[src/rram_pkg.sv]
/*
 * Package for the radio register access layer: register offsets, reset values,
 * per-bit access masks and recommended init values.
 * Assumes an 8-bit register port with byte offsets relative to the bank base.
 */
package rram_pkg;

    localparam int ADDR_W = 8;
    localparam int DATA_W = 8;

    // Byte offsets within the bank (relative to base)
    localparam logic [7:0] OFF_SYNTH_CAL_ONE   = 8'h2E;
    localparam logic [7:0] OFF_GAIN_TARGET     = 8'h32;
    localparam logic [7:0] OFF_GAIN_OVERRIDE   = 8'h33;
    localparam logic [7:0] OFF_EVENT_FLAGS     = 8'h40;
    localparam logic [7:0] OFF_ENABLE_FLAGS    = 8'h41;
    localparam logic [7:0] OFF_TX_ANTIALIAS    = 8'h7A;

    // Reset values (neutral defaults)
    localparam logic [7:0] RST_SYNTH_CAL_ONE   = 8'h00;
    localparam logic [7:0] RST_GAIN_TARGET     = 8'h00;
    localparam logic [7:0] RST_GAIN_OVERRIDE   = 8'h00;
    localparam logic [7:0] RST_TX_ANTIALIAS    = 8'h00;
    localparam logic [7:0] RST_EVENT_FLAGS     = 8'h00;
    localparam logic [7:0] RST_ENABLE_FLAGS    = 8'h00;

    // Recommended startup values written by software
    localparam logic [7:0] INIT_GAIN_TARGET    = 8'h15;
    localparam logic [7:0] INIT_TX_ANTIALIAS   = 8'h09;
    localparam logic [7:0] INIT_SYNTH_CAL_ONE  = 8'h00;

    // gain_override_control layout: [7:6] read constant, [5] override enable, [4:0] gain value
    localparam int GOV_EN_BIT = 5;
    localparam int GOV_VAL_W  = 5;
    localparam logic [7:0] GOV_RCONST_LOW_MASK  = 8'h80;
    localparam logic [7:0] GOV_RCONST_HIGH_MASK = 8'h40;

    // synth_calibration_one: [7] read constant low, rest plain
    localparam logic [7:0] SCAL_RCONST_LOW_MASK = 8'h80;

endpackage

[src/rram_bit_cell.sv]
/*
 * One bit of configurable access kind: plain, write-one-only or write-zero-only.
 * Assumes write strobe and data from the same clock domain.
 */
`timescale 1ns/1ps
module rram_bit_cell #(
    parameter logic [1:0] KIND     = 2'h0,
    parameter logic       RST_VAL  = 1'b0
) (
    // Clock and reset
    input  wire logic clk,
    input  wire logic nrst,
    // Write side
    input  wire logic wrEn,
    input  wire logic wrBit,
    // Hardware set, wins over software clear
    input  wire logic hwSet,
    // State
    output logic      bitQ
);
    typedef struct packed {
        logic v;
    } rram_cell_t;

    rram_cell_t st_q;
    rram_cell_t st_d;

    always_comb begin
        st_d = st_q;
        if (wrEn) begin
            case (KIND)
                2'h1: begin
                    if (wrBit) st_d.v = 1'b1;
                end
                2'h2: begin
                    if (!wrBit) st_d.v = 1'b0;
                end
                default: st_d.v = wrBit;
            endcase
        end
        if (hwSet) begin
            st_d.v = 1'b1;
        end
    end

    always_ff @(posedge clk or negedge nrst) begin
        if (!nrst) begin
            st_q <= '{v: RST_VAL};
        end else begin
            st_q <= st_d;
        end
    end

    assign bitQ = st_q.v;
endmodule

[src/rram_regs.sv]
/*
 * Register access layer of the radio core configuration bank.
 * Holds plain, write-one-only, write-zero-only, read-constant and
 * module-seen readback bits; exposes the values the radio datapath uses.
 * Bank contents: gain target, gain override, transmit anti-alias filter,
 * synthesiser calibration one, event flags (cleared by writing zero) and
 * enable flags (set by writing one, cleared only by reset).
 * Read-constant bits are forced on the read path and are never stored.
 * Assumes a single-cycle register port on clk, data one cycle after read.
 * Assumes autoGain and hwEvents come from logic on clk, so no synchronisers.
 * A hardware event and a software clear in one cycle leave the flag set.
 */
// Chosen here: strobed register access and the register offsets.
// Behaviour
// - Write-one-only bits change only on a written one; written zero ignored.
// - Write-zero-only bits change only on a written zero; written one ignored.
// - Module-seen bits read back the value in use, not the stored content.
// - Value in use is the automatic value or software override, as selected.
`timescale 1ns/1ps
module rram_regs (
    // Clock and reset
    input  wire logic                       clk,
    input  wire logic                       nrst,
    // Register port
    input  wire logic [rram_pkg::ADDR_W-1:0] regAddr,
    input  wire logic [rram_pkg::DATA_W-1:0] regWdata,
    input  wire logic                       regWr,
    input  wire logic                       regRd,
    output logic      [rram_pkg::DATA_W-1:0] regRdata,
    // Automatic control from calibration / gain loop
    input  wire logic [rram_pkg::GOV_VAL_W-1:0] autoGain,
    input  wire logic [7:0]                 hwEvents,
    // Values used by the radio datapath
    output logic      [rram_pkg::GOV_VAL_W-1:0] gainInUse,
    output logic      [7:0]                 gainTarget,
    output logic      [7:0]                 txAntialiasCfg,
    output logic      [7:0]                 synthCalOne,
    output logic      [7:0]                 enableFlags,
    output logic      [7:0]                 eventFlags
);
    import rram_pkg::*;

    typedef struct packed {
        logic [7:0] gainTarget;
        logic [7:0] gainOverride;
        logic [7:0] txAntialias;
        logic [7:0] synthCal;
        logic [7:0] rdata;
    } rram_regs_t;

    rram_regs_t st_q;
    rram_regs_t st_d;

    // Access kinds understood by the bit cell
    localparam logic [1:0] KIND_WRITE_ONE_ONLY  = 2'h1;
    localparam logic [1:0] KIND_WRITE_ZERO_ONLY = 2'h2;

    // Flag bits live in the access cells
    logic [7:0]           evQ;
    logic [7:0]           enQ;
    logic                 wrEv;
    logic                 wrEn;
    logic [GOV_VAL_W-1:0] gainSel;

    // One hit per mapped register; unmapped offsets hit nothing
    logic                 hitGainTarget;
    logic                 hitGainOverride;
    logic                 hitTxAntialias;
    logic                 hitSynthCal;
    logic                 hitEvent;
    logic                 hitEnable;

    assign hitGainTarget   = (regAddr == OFF_GAIN_TARGET);
    assign hitGainOverride = (regAddr == OFF_GAIN_OVERRIDE);
    assign hitTxAntialias  = (regAddr == OFF_TX_ANTIALIAS);
    assign hitSynthCal     = (regAddr == OFF_SYNTH_CAL_ONE);
    assign hitEvent        = (regAddr == OFF_EVENT_FLAGS);
    assign hitEnable       = (regAddr == OFF_ENABLE_FLAGS);

    // Write strobes per register
    logic                 wrGainTarget;
    logic                 wrGainOverride;
    logic                 wrTxAntialias;
    logic                 wrSynthCal;

    assign wrGainTarget   = regWr && hitGainTarget;
    assign wrGainOverride = regWr && hitGainOverride;
    assign wrTxAntialias  = regWr && hitTxAntialias;
    assign wrSynthCal     = regWr && hitSynthCal;
    assign wrEv           = regWr && hitEvent;
    assign wrEn           = regWr && hitEnable;

    // Read-constant bits hold no state, so writes to them are dropped
    logic [7:0]           govStoreMask;
    logic [7:0]           scalStoreMask;

    assign govStoreMask  = ~(GOV_RCONST_LOW_MASK | GOV_RCONST_HIGH_MASK);
    assign scalStoreMask = ~SCAL_RCONST_LOW_MASK;

    // Readback words as software sees them
    logic [7:0]           rdGainTarget;
    logic [7:0]           rdGainOverride;
    logic [7:0]           rdTxAntialias;
    logic [7:0]           rdSynthCal;
    logic [7:0]           rdEvent;
    logic [7:0]           rdEnable;
    logic [7:0]           rdWord;

    genvar i;
    generate
        // Event flags: software clears by writing zero; hardware set wins
        for (i = 0; i < 8; i++) begin : g_event
            rram_bit_cell #(
                .KIND    (KIND_WRITE_ZERO_ONLY),
                .RST_VAL (RST_EVENT_FLAGS[i])
            ) u_ev (
                .clk   (clk),
                .nrst  (nrst),
                .wrEn  (wrEv),
                .wrBit (regWdata[i]),
                .hwSet (hwEvents[i]),
                .bitQ  (evQ[i])
            );
        end

        // Enable flags: software may only set them; reset is the only clear
        for (i = 0; i < 8; i++) begin : g_enable
            rram_bit_cell #(
                .KIND    (KIND_WRITE_ONE_ONLY),
                .RST_VAL (RST_ENABLE_FLAGS[i])
            ) u_en (
                .clk   (clk),
                .nrst  (nrst),
                .wrEn  (wrEn),
                .wrBit (regWdata[i]),
                .hwSet (1'b0),
                .bitQ  (enQ[i])
            );
        end
    endgenerate

    // Override enable picks the stored value, else the automatic one
    assign gainSel = st_q.gainOverride[GOV_EN_BIT] ? st_q.gainOverride[GOV_VAL_W-1:0]
                                                    : autoGain;

    // Low field reads what the gain loop uses, not the stored byte
    assign rdGainOverride = ({st_q.gainOverride[7:GOV_EN_BIT], gainSel} & ~GOV_RCONST_LOW_MASK)
                          | GOV_RCONST_HIGH_MASK;
    assign rdGainTarget   = st_q.gainTarget;
    assign rdTxAntialias  = st_q.txAntialias;
    assign rdSynthCal     = st_q.synthCal & ~SCAL_RCONST_LOW_MASK;
    assign rdEvent        = evQ;
    assign rdEnable       = enQ;

    // Read mux; unmapped offsets read zero
    always_comb begin
        rdWord = 8'h00;
        if (hitGainTarget) begin
            rdWord = rdGainTarget;
        end
        if (hitGainOverride) begin
            rdWord = rdGainOverride;
        end
        if (hitTxAntialias) begin
            rdWord = rdTxAntialias;
        end
        if (hitSynthCal) begin
            rdWord = rdSynthCal;
        end
        if (hitEvent) begin
            rdWord = rdEvent;
        end
        if (hitEnable) begin
            rdWord = rdEnable;
        end
    end

    always_comb begin
        st_d = st_q;
        // Plain registers take the whole byte
        if (wrGainTarget) begin
            st_d.gainTarget = regWdata;
        end
        if (wrTxAntialias) begin
            st_d.txAntialias = regWdata;
        end
        // Override bits 7:6 read as constants and are not kept
        if (wrGainOverride) begin
            st_d.gainOverride = regWdata & govStoreMask;
        end
        // Calibration bit 7 reads as a constant and is not kept
        if (wrSynthCal) begin
            st_d.synthCal = regWdata & scalStoreMask;
        end
        // Read data stands only in the cycle after the strobe, zero otherwise
        st_d.rdata = 8'h00;
        if (regRd) begin
            st_d.rdata = rdWord;
        end
    end

    always_ff @(posedge clk or negedge nrst) begin
        if (!nrst) begin
            st_q <= '{gainTarget:   RST_GAIN_TARGET,
                      gainOverride: RST_GAIN_OVERRIDE,
                      txAntialias:  RST_TX_ANTIALIAS,
                      synthCal:     RST_SYNTH_CAL_ONE,
                      rdata:        8'h00};
        end else begin
            st_q <= st_d;
        end
    end

    // Settings are held across receive and transmit; nothing here clears them
    assign regRdata       = st_q.rdata;
    assign gainInUse      = gainSel;
    assign gainTarget     = st_q.gainTarget;
    assign txAntialiasCfg = st_q.txAntialias;
    assign synthCalOne    = st_q.synthCal & ~SCAL_RCONST_LOW_MASK;
    assign enableFlags    = enQ;
    assign eventFlags     = evQ;
endmodule

[config.mk]
export PLATFORM = sky130hd
export DESIGN_NAME = rram_regs
export DESIGN_NICKNAME = d
export VERILOG_FILES = /design/src/rram_pkg.sv /design/src/rram_bit_cell.sv /design/src/rram_regs.sv
export SDC_FILE = /design/constraint.sdc
export NUM_CORES = 1
export LEC_CHECK = 0
export BUFFER_PORTS_ARGS = -buffer_cell sky130_fd_sc_hd__buf_2
export CORE_MARGIN = 4
export CORE_UTILIZATION = 30
export DETAILED_ROUTE_END_ITERATION = 8
export PLACE_DENSITY_LB_ADDON = 0.05
export SLEW_MARGIN = 0
export SYNTH_ARGS = -nofsm -noshare
export SYNTH_HDL_FRONTEND = slang
export SYNTH_SLANG_ARGS = --single-unit
[constraint.sdc]
create_clock -name clk -period 2.35 [get_ports clk]
set_clock_uncertainty 0.2 [all_clocks]
set_input_delay 0.5875 -clock clk [delete_from_list [all_inputs] [get_ports clk]]
set_output_delay 0.5875 -clock clk [all_outputs]
set_load 0.05 [all_outputs]
==> Yosys cells after proc, flatten, opt, wreduce, memory -nomap -nowiden <==
Cells that the tools add are included.
{ "totals": {"reg_bits": 53, "latchBits": 0, "mem_bits_rw": 0, "romBits": 0, "in_bits": 33, "out_inout_bits": 53, "elab_cells": 97, "memories": 0} }
{ "classes": {"addsub": 0, "n_mul": 0, "div": 0, "magnitude_cmp": 0, "n_eq_ne": 14, "n_shift": 0, "n_mux": 32, "n_bitwise": 0, "n_reduce_logical": 30} }
{ "ops": {"columns": ["op", "n"], "rows": [
  ["2-to-1 mux 8 bit", 7],
  ["AND reduction 2 bit", 16],
  ["== test 8 x 6 -> 1 bit, second input constant", 3],
  ["== test 8 x 7 -> 1 bit, second input constant", 3],
  ["2-to-1 mux 1 bit", 24],
  ["inequality test 2 x 1 -> 1 bit, second input constant", 8],
  ["nonzero test 2 bit", 8],
  ["logical AND 1 bit", 6],
  ["2-to-1 mux 5 bit", 1]
]} }

==> Depth between registers and ports, before layout <==
Gate-level depths: netlist of run 1.
{ "depth": {"word_depth": 8, "mapped_depth": 6, "ltp_nobuf": 4} }

==> Hierarchy <==
Synthesis of run 1 repeated with hierarchy kept, for this count alone.
{ "unflattened": {"hier_cells": 244, "area_unflattened_um2": 2901.5} }
{ "modules_own_cells": {"columns": ["mod", "n_inst", "cells_per_inst", "area_each_um2", "seq_area_each_um2"], "rows": [
  ["rram_regs", 1, 204, 2321.0, 925.9],
  ["rram_bit_cell (g_event[0].u_ev ...)", 8, 3, 38.8, 25.0],
  ["rram_bit_cell (g_enable[0].u_en ...)", 8, 2, 33.8, 25.0]
]} }

==> Worst setup path before layout of run 1 <==
No wires, ideal clock.
{ "synth_timing": {"kind": "input port to flip-flop", "from": "in regAddr[6] (netlist name)", "to": "reg st_q (netlist bit regRdata[1])", "setup_time_ps": 121, "arrival_ps": 1972, "required_ps": 2029, "setup_slack_ps": 57, "stages": 6, "cell_sequence": "buf_6 > or3b_1 > buf_2 > or3_1 > o221a_1 > o22a_1"} }
{ "synth_lines": {"columns": ["item", "line", "source"], "rows": [
  ["from (decl)", "rram_regs.sv:25", "input wire logic [rram_pkg::ADDR_W-1:0] regAddr,"],
  ["to (signal assigned)", "rram_regs.sv:204", "st_q <= '{gainTarget: RST_GAIN_TARGET,"],
  ["to (signal assigned)", "rram_regs.sv:210", "st_q <= st_d;"],
  ["to (decl)", "rram_regs.sv:51", "rram_regs_t st_q;"]
]} }

==> Final worst setup path of run 1 <==
{ "layout_timing": {"from": "reg st_q (netlist bit rdGainOverride[5])", "to": "out gainInUse[0] (netlist name)"} }
{ "layout_between": {"elab_chain_len": 1} }
{ "layout_lines": {"columns": ["item", "line", "source"], "rows": [
  ["2-to-1 mux 5 bit", "rram_regs.sv:143", "assign gainSel = st_q.gainOverride[GOV_EN_BIT] ? st_q.gainOverride[GOV_VAL_W-1:0]"],
  ["to (decl)", "rram_regs.sv:34", "output logic [rram_pkg::GOV_VAL_W-1:0] gainInUse,"]
]} }
No other way between the ends.

==> metrics.yaml, run 1 <==
fin_nets: 360
ios: 86
utilization: 0.366
crit_arrival_ns: 1.42
drcViolationCount: 0
syn_inst: 266
path_class: "reg2out"
cts_hold_buf: 0
grt_max_degree: 54
max_freq_mhz: 454
grt_pass1_wl_mm: 13.2
dp.final_hpwl_mm: 6.40
cpPeakStageDelay_ns: 0.49
cp_max_fo: 7
core_area_um2: 9370
cap_violations: 0
die_x_um: 107
cts_tree: "yes"
finalPower_w: 0.00195
seq_power_share: 0.495
place_ws_ns: -0.0746
die_y_um: 107
ys_warn_count: 0
htreeDepth: 2
worstMarginPinSlew_ns: 0.491
syn-num-nets: 299
power_switching_w: 0.000560
ys_seq_area_frac: 0.453
maxSlewViolCount: 0
ys_seq_elements: 53
synthDistinctLibCells: 46
async_flop_share: 1.00
synth.cell_area_um2: 2930
critPathLaunchType: "register"
final-setup-viol-count: 0
power_density_nw_per_um2: 570
crit_chain: "mux2_2, buf_2"
cts_resized: 0
synthTopCellsByArea: "dfrtp_1 (45%), buf_4 (14%), mux2_2 (13%), o21ai_0 (2.7%), nand2b_1 (2.1%)"
crit_family: "flip-flops"
synth_most_common_cell: "buf_4"
num_vias: 2123
gp_congestion: 0.776
ir_worst_vdd_mv: 0.205
min_path_type: "in2async"
antenna_cells: 0
cp_data_required_time_ns: 1.56
swShare: 0.286
start_util: 0.312
routed_wl_mm: 8.20
grt_overflow: 0
antenna_found_initial: 0
p_int_w: 0.00139
path_clk_slew_ns: 0.10
drtIter0Drc: 106
port_buffers: 84
avgSynthCellArea_um2: 11.0
cts_root_buffer: "clkbuf_8"
p_leak_nw: 1.80
viasPerCell: 4.65
grt_usage: 0.151
final_layout_size_suffix_gt1_frac: 0.488
worstPathBufferInverterCount: 1
clock_sinks: 53
dieArea_um2: 11400
finalSetupTns_ns: 0
period_minus_slack_ns: 2.20
row_count: 35
setup_slack_ns: 0.146
synth_top_area_share: 0.453
synth-edff-count: 0
clock_path_buffers: 2
numCtsBuffers: 5
outcome: "completed"
layout_worst_path_cycle_share: 0.938
ant_nets: 0
clkPwrFrac: 0.338
slew_headroom: 0.664
finalHoldViolations: 0
crit_slowest_cell: "dfrtp_2"
ys.flop_type: "dfrtp_1"
grt_pass1_vias: 2275
rsz0062_at_grt: "false"
wl_per_cell_um: 17.9
cp-end-kind: "output pin"
netlist_top_cells_count: "buf_4 (54), dfrtp_1 (53), mux2_2 (33)"
clk_latency_ns: 0.31
p_comb_frac: 0.166
drt-pass1-iter-count: 4
whs_ns: 0.0625
syn_to_final_growth_pct: 17.2
post-cts-setup-buffers: 0
synth_top_cell_by_area: "dfrtp_1"
==> final timing paths <==
path / slack, ns / endpoint / cells after the start / startpoint
min in group clk: 0.25 / g_event[1].u_ev.bitQ$_DFFE_PN0P_ / 2 / hwEvents[1]
max in group asynchronous: 1.62 / rdGainOverride[5]$_DFFE_PN0P_ / 2 / nrst
max reg2reg: 0.54 / regRdata[2]$_DFF_PN0_ / 4 / rdGainOverride[5]$_DFFE_PN0P_
min: 0.06 / g_event[2].u_ev.bitQ$_DFFE_PN0P_ / 2 / nrst
min reg2reg: 0.29 / g_enable[5].u_en.bitQ$_DFFE_PN0P_ / 1 / g_enable[5].u_en.bitQ$_DFFE_PN0P_
max: 0.15 / gainInUse[0] / 2 / rdGainOverride[5]$_DFFE_PN0P_
==> area by class of cell <==
type                    count  area (um^2)
inverters                   4         15.0
multi-input cells         148         1140
clock inverters             1         30.0
repair buffers            115          666
well taps                 129          161
flip-flops and latches     53         1330
clock buffers               7         86.3
fillers                  1014         5940
==> through the flow <==
stage | cell area [um^2] | instances
CTS | 3430 | 457
detailed placement | 3310 | 449
global route | 3430 | 457
global placement | 3310 | 449
floorplan | 2930 | 266
finish | 3430 | 457
==> cells by family (layout without fill, tap and decap cells) <==
logic type | Yosys count | in the layout | synth area share
flip-flops | 53 | 53 | 0.453
multiplexers | 39 | 39 | 0.148
AND/OR/NAND/NOR | 56 | 56 | 0.121
buffers and inverters | 65 | 127 | 0.156
other | 1 | 1 | 0.00128
AO/OA/AOI/OAI | 52 | 52 | 0.121
==> cells in the final DEF (no fill, tap or decap), types with 5 or more instances in the layout <==
cell / Yosys / layout
o21ai_0: 16 / 16
dfrtp_1: 53 / 52
a21o_1: 8 / 8
buf_4: 54 / 30
mux2_2: 33 / 33
and3_1: 5 / 5
buf_2: 2 / 84
nor2_1: 7 / 7
nand2_1: 6 / 6
nand2b_1: 10 / 10
clkbuf_8: 0 / 6
mux2i_1: 6 / 6
==> per-layer routing <==
metal	up-vias	track usage	share of wire	wire length [um]
li1	1014	-	-	-
met1	1034	0.218	0.49	4020
met2	68	0.233	0.44	3630
met3	7	0.0331	0.060	494
met4	0	0.0301	0.0077	63
met5	-	0	0	0
==> power groups by stage <==
stage,clock network (W),logic [W],registers [W]
2_1_floorplan,0,0.000245,0.000976
3_3_place_gp,0,0.000330,0.000987
3_5_place_dp,0,0.000330,0.000987
4_1_cts,0.000689,0.000331,0.000969
5_1_grt,0.000722,0.000352,0.000974
6_report,0.000662,0.000325,0.000968
==> state kept, by name, indices dropped and copies added (netlist names) <==
signal	cells
g_event.u_ev.bitQ	8
rdGainOverride	1
regRdata	8
gainTarget	8
txAntialiasCfg	8
st_q	5
g_enable.u_en.bitQ	8
synthCalOne	7
Power figures use the tool's default switching activity.
==> inputs of run 2 (changes only) <==
clock period = 2.1 ns   (was 2.35 ns; I/O delays follow)
==> run 2 against run 1 <==
Compared with the run above:
- the run now ends with hold timing, setup timing left
- hold slack got worse by 0.072 ns
- utilization rose by 1.9 points
- total power increased by 5.1%
- global-route usage grew 0.31 points
- sequential power is 13% higher
- first-iteration DRC count decreased by 35%
- register-to-register slack got worse by 0.39 ns
- final cell count grew 3.3%
- clock power is 14% lower
- sequential cell count stayed put
- largest power group unchanged
- highest routed layer unchanged
==> metrics.yaml, run 2 (synthesis gave the netlist of run 1 again) <==
cts_hold_buf: 0
dp_cells: 459
power_density_nw_per_um2: 569
place_ws_ns: -0.394
cts_root_buffer: "clkbuf_8"
num_vias: 2157
violations: "hold timing, setup timing"
min_path_type: "in2async"
clk_latency_ns: 0.30
utilization: 0.385
antenna_cells: 0
final_cell_count_no_fill: 472
p_leak_nw: 1.90
drtIter0Drc: 69
fin_nets: 375
crit_slowest_cell: "dfrtp_2"
crit_chain: "mux2i_1, inv_1, buf_6"
path_clk_slew_ns: 0.09
cpPeakStageDelay_ns: 0.56
crit_arrival_ns: 1.40
drt-pass1-iter-count: 4
outcome: "finished with violations"
ant_nets: 0
grt_overflow: 0
critPathLaunchType: "register"
die_x_um: 107
mostFrequentLayoutCells: "buf_2 (79), dfrtp_1 (52), buf_4 (44)"
grt_usage: 0.154
grt_max_degree: 54
cp-end-kind: "output pin"
whs_ns: -0.00940
ir_worst_vdd_mv: 0.217
path_class: "reg2out"
final-setup-viol-count: 1
htreeDepth: 2
start_util: 0.312
crit_family: "flip-flops"
viasPerCell: 4.57
layout_worst_path_cycle_share: 1.01
gp_congestion: 0.796
core_area_um2: 9370
grt_pass1_wl_mm: 13.4
cts_tree: "yes"
numCtsBuffers: 5
reg2reg_slack_ns: 0.15
maxSlewViolCount: 0
final_layout_size_suffix_gt1_frac: 0.525
finalHoldViolations: 8
rsz0062_at_grt: "true"
reg2reg_from: "rdGainOverride[5]$_DFFE_PN0P_"
dieArea_um2: 11400
grt_pass1_vias: 2317
ios: 86
worstPathBufferInverterCount: 2
cp_max_fo: 7
placed_cell_area_um2: 3420
r2r_end: "regRdata[2]$_DFF_PN0_"
antenna_found_initial: 0
mostFrequentLayoutCell: "buf_2"
postLayoutCellArea_um2: 3610
clock_sinks: 53
routed_wl_mm: 8.55
cp_data_required_time_ns: 1.37
dp.final_hpwl_mm: 6.47
drcViolationCount: 0
max_freq_mhz: 471
cap_violations: 0
syn_to_final_growth_pct: 23.4
die_y_um: 107
clock_path_buffers: 2
wl_per_cell_um: 18.1
setup_slack_ns: -0.0252
port_buffers: 84
reg2regPathDepth: 6
row_count: 35
period_minus_slack_ns: 2.13
[run 2: cell count changes in the layout (fill, tap and decap cells not counted), sizes merged]
cell,before,now
clkinv,0,2
buf,115,130
bufinv,1,0
clkbuf,7,6
[run 2: per-stage QoR]
step | power (W) | TNS [ns]
floorplan | 0.00137 | -0.600
global placement | 0.00149 | -7.56
detailed placement | 0.00149 | -7.81
CTS | 0.00209 | -0.0350
global route | 0.00216 | -0.166
finish | 0.00205 | -0.0252
[run 2: report_power, final]
part           internal (W)  switching (W)  leakage (nW)
combinational      0.000145       0.000254          1.16
sequential          0.00105      0.0000312         0.690
clock              0.000232       0.000337        0.0450
[run 2: worst max path at each step]
stage / start / cells after the start / to / slack [ns]
global route: rdGainOverride[5]$_DFFE_PN0P_ / 3 / gainInUse[3] / -0.06
finish: rdGainOverride[5]$_DFFE_PN0P_ / 3 / gainInUse[3] / -0.03
floorplan: regAddr[6] / 6 / regRdata[1]$_DFF_PN0_ / -0.08
detailed placement: regAddr[4] / 5 / synthCalOne[6]$_DFFE_PN0P_ / -0.39
CTS: rdGainOverride[5]$_DFFE_PN0P_ / 2 / gainInUse[4] / -0.02
global placement: regAddr[4] / 5 / synthCalOne[4]$_DFFE_PN0P_ / -0.34
[run 2: routing by layer]
layer / up-vias / global-route usage / share of wire
li1: 1047 / - / -
met5: - / 0 / 0
met2: 62 / 0.246 / 0.48
met1: 1039 / 0.216 / 0.46
met4: 0 / 0.0411 / 0.014
met3: 9 / 0.0277 / 0.044
[run 2: final cells by class]
type / count / area (um^2)
flip-flops and latches: 53 / 1330
multi-input cells: 148 / 1200
fillers: 993 / 5760
well taps: 129 / 161
clock inverters: 2 / 10.0
repair buffers: 130 / 822
clock buffers: 6 / 72.6
inverters: 4 / 15.0
[run 2: what timing repair did]
item	CTS	global route
buffers inserted	4	1
cloned	0	0
endpoints found under the setup margin	12	14
gates resized for setup	16	5
==> inputs of run 3 (changes only) <==
==> constraint.sdc (replaced) <==
create_clock -name clk -period 2.1 [get_ports clk]
set_clock_uncertainty 0.2 [all_clocks]
set_input_delay 0 -clock clk [delete_from_list [all_inputs] [get_ports clk]]
set_output_delay 0 -clock clk [all_outputs]
set_load 0.05 [all_outputs]
==> run 3 against run 2 <==
Compared with the run above:
- highest routed layer unchanged
- fmax up 8.0%
- largest power group unchanged
- first-iteration DRC count fell by 25%
- register-to-register slack better by 0.11 ns
- sequential cell count unchanged
- clock power is 11% higher
- the flow now finishes without violations
- sequential share of layout area is 0.57 points higher
- utilization down 0.63 points
==> metrics.yaml, run 3 (synthesis gave the netlist of run 1 again) <==
regArea_um2: 1330
mostFrequentLayoutCells: "buf_2 (84), dfrtp_1 (53), mux2_2 (33)"
routed_wl_mm: 8.35
clock_sinks: 53
finalHoldViolations: 0
core_area_um2: 9370
gp_congestion: 0.744
final_layout_size_suffix_gt1_frac: 0.421
layout_worst_path_cycle_share: 0.937
outcome: "completed"
die_y_um: 107
dieArea_um2: 11400
numCtsBuffers: 5
fill_cells: 1006
cts_tree: "yes"
grt_pass1_wl_mm: 13.0
mostFrequentLayoutCell: "buf_2"
start_util: 0.312
ant_nets: 0
multi_input_area_um2: 1140
drtIter0Drc: 52
drcViolationCount: 0
cp_max_fo: 8
placed_cell_area_um2: 3170
die_x_um: 107
viasPerCell: 4.64
grt_usage: 0.150
cp-end-kind: "register"
max_freq_mhz: 508
cp_data_required_time_ns: 2.09
clk_latency_ns: 0.30
cap_violations: 0
ios: 86
row_count: 35
grt_pass1_vias: 2266
antenna_cells: 0
cts_root_buffer: "clkbuf_8"
worstMarginPinSlew_ns: 0.466
path_class: "in2reg"
port_buffers: 84
power_density_nw_per_um2: 591
rsz0062_at_grt: "false"
postLayoutCellArea_um2: 3550
critPathLaunchType: "input port"
reg2reg_slack_ns: 0.26
finalSetupTns_ns: 0
final-setup-viol-count: 0
antenna_found_initial: 0
grt_overflow: 0
crit_arrival_ns: 1.96
dp.final_hpwl_mm: 6.25
fin_nets: 369
drt-pass1-iter-count: 4
num_vias: 2163
p_leak_nw: 1.80
htreeDepth: 2
period_minus_slack_ns: 1.97
maxSlewViolCount: 0
grt_max_degree: 54
clock_path_buffers: 2
ir_worst_vdd_mv: 0.240
path_clk_slew_ns: 0.09
syn_to_final_growth_pct: 21.4
slew_headroom: 0.682
wl_per_cell_um: 17.9
min_path_type: "in2async"
[run 3: stage by stage]
step,hold slack (ns),cells,total power [W],setup WS (ns),util
3_3_place_gp,-0.170,430,0.00146,0.0376,0.338
3_5_place_dp,-0.178,430,0.00146,0.0384,0.338
4_1_cts,0.0165,466,0.00214,0.0953,0.379
2_1_floorplan,-0.496,266,0.00137,0.394,-
5_1_grt,0.0477,466,0.00220,0.00212,0.379
6_report,0.0238,466,0.00210,0.132,0.379
[run 3: final timing paths]
path                                              startpoint                                end  cells after the start
max in group asynchronous                               nrst      rdGainOverride[5]$_DFFE_PN0P_                      3
hold reg to reg            g_enable[7].u_en.bitQ$_DFFE_PN0P_  g_enable[7].u_en.bitQ$_DFFE_PN0P_                      1
setup / recovery                                       regWr   g_event[4].u_ev.bitQ$_DFFE_PN0P_                      8
hold / removal                                          nrst  g_enable[2].u_en.bitQ$_DFFE_PN0P_                      3
min in group clk                                  regAddr[7]              regRdata[5]$_DFF_PN0_                      4
setup reg to reg               rdGainOverride[5]$_DFFE_PN0P_              regRdata[2]$_DFF_PN0_                      4
[run 3: critical path: stages]
cell and delay, ns:
dlygate4sd3_1 0.52, buf_2 0.17, nor2b_2 0.19, nand3_1 0.08, buf_4 0.21, o21ai_0 0.17
nand2b_1 0.07, dlygate4sd3_1 0.55
[run 3: area by class of cell]
cell class              count  share of cell area
flip-flops and latches     53               0.373
multi-input cells         148               0.322
repair buffers            124               0.226
well taps                 129              0.0454
clock buffers               7              0.0271
inverters                   4             0.00423
clock inverters             1             0.00141
[run 3: layer usage]
metal  vias to the layer above  global-route usage  wire (um)
met5                         -                   0          0
met4                         0              0.0301         70
met3                         5              0.0337        390
met2                        59               0.238       3740
met1                      1064               0.210       4150
li1                       1035                   -          -
[run 3: report_power, final]
part	internal [W]	switching (W)	total [W]	leakage [nW]
registers	0.00105	0.0000290	0.00108	0.692
clock network	0.000299	0.000333	0.000632	0.0542
logic	0.000131	0.000252	0.000383	1.05
[run 3: timing repair]
item / CTS / global route
endpoints found under the setup margin: 0 / 4
buffers inserted: 0 / 0
hold buffers: 28 / 0
resized for setup: 0 / 3
hold endpoints to repair: 105 / 0
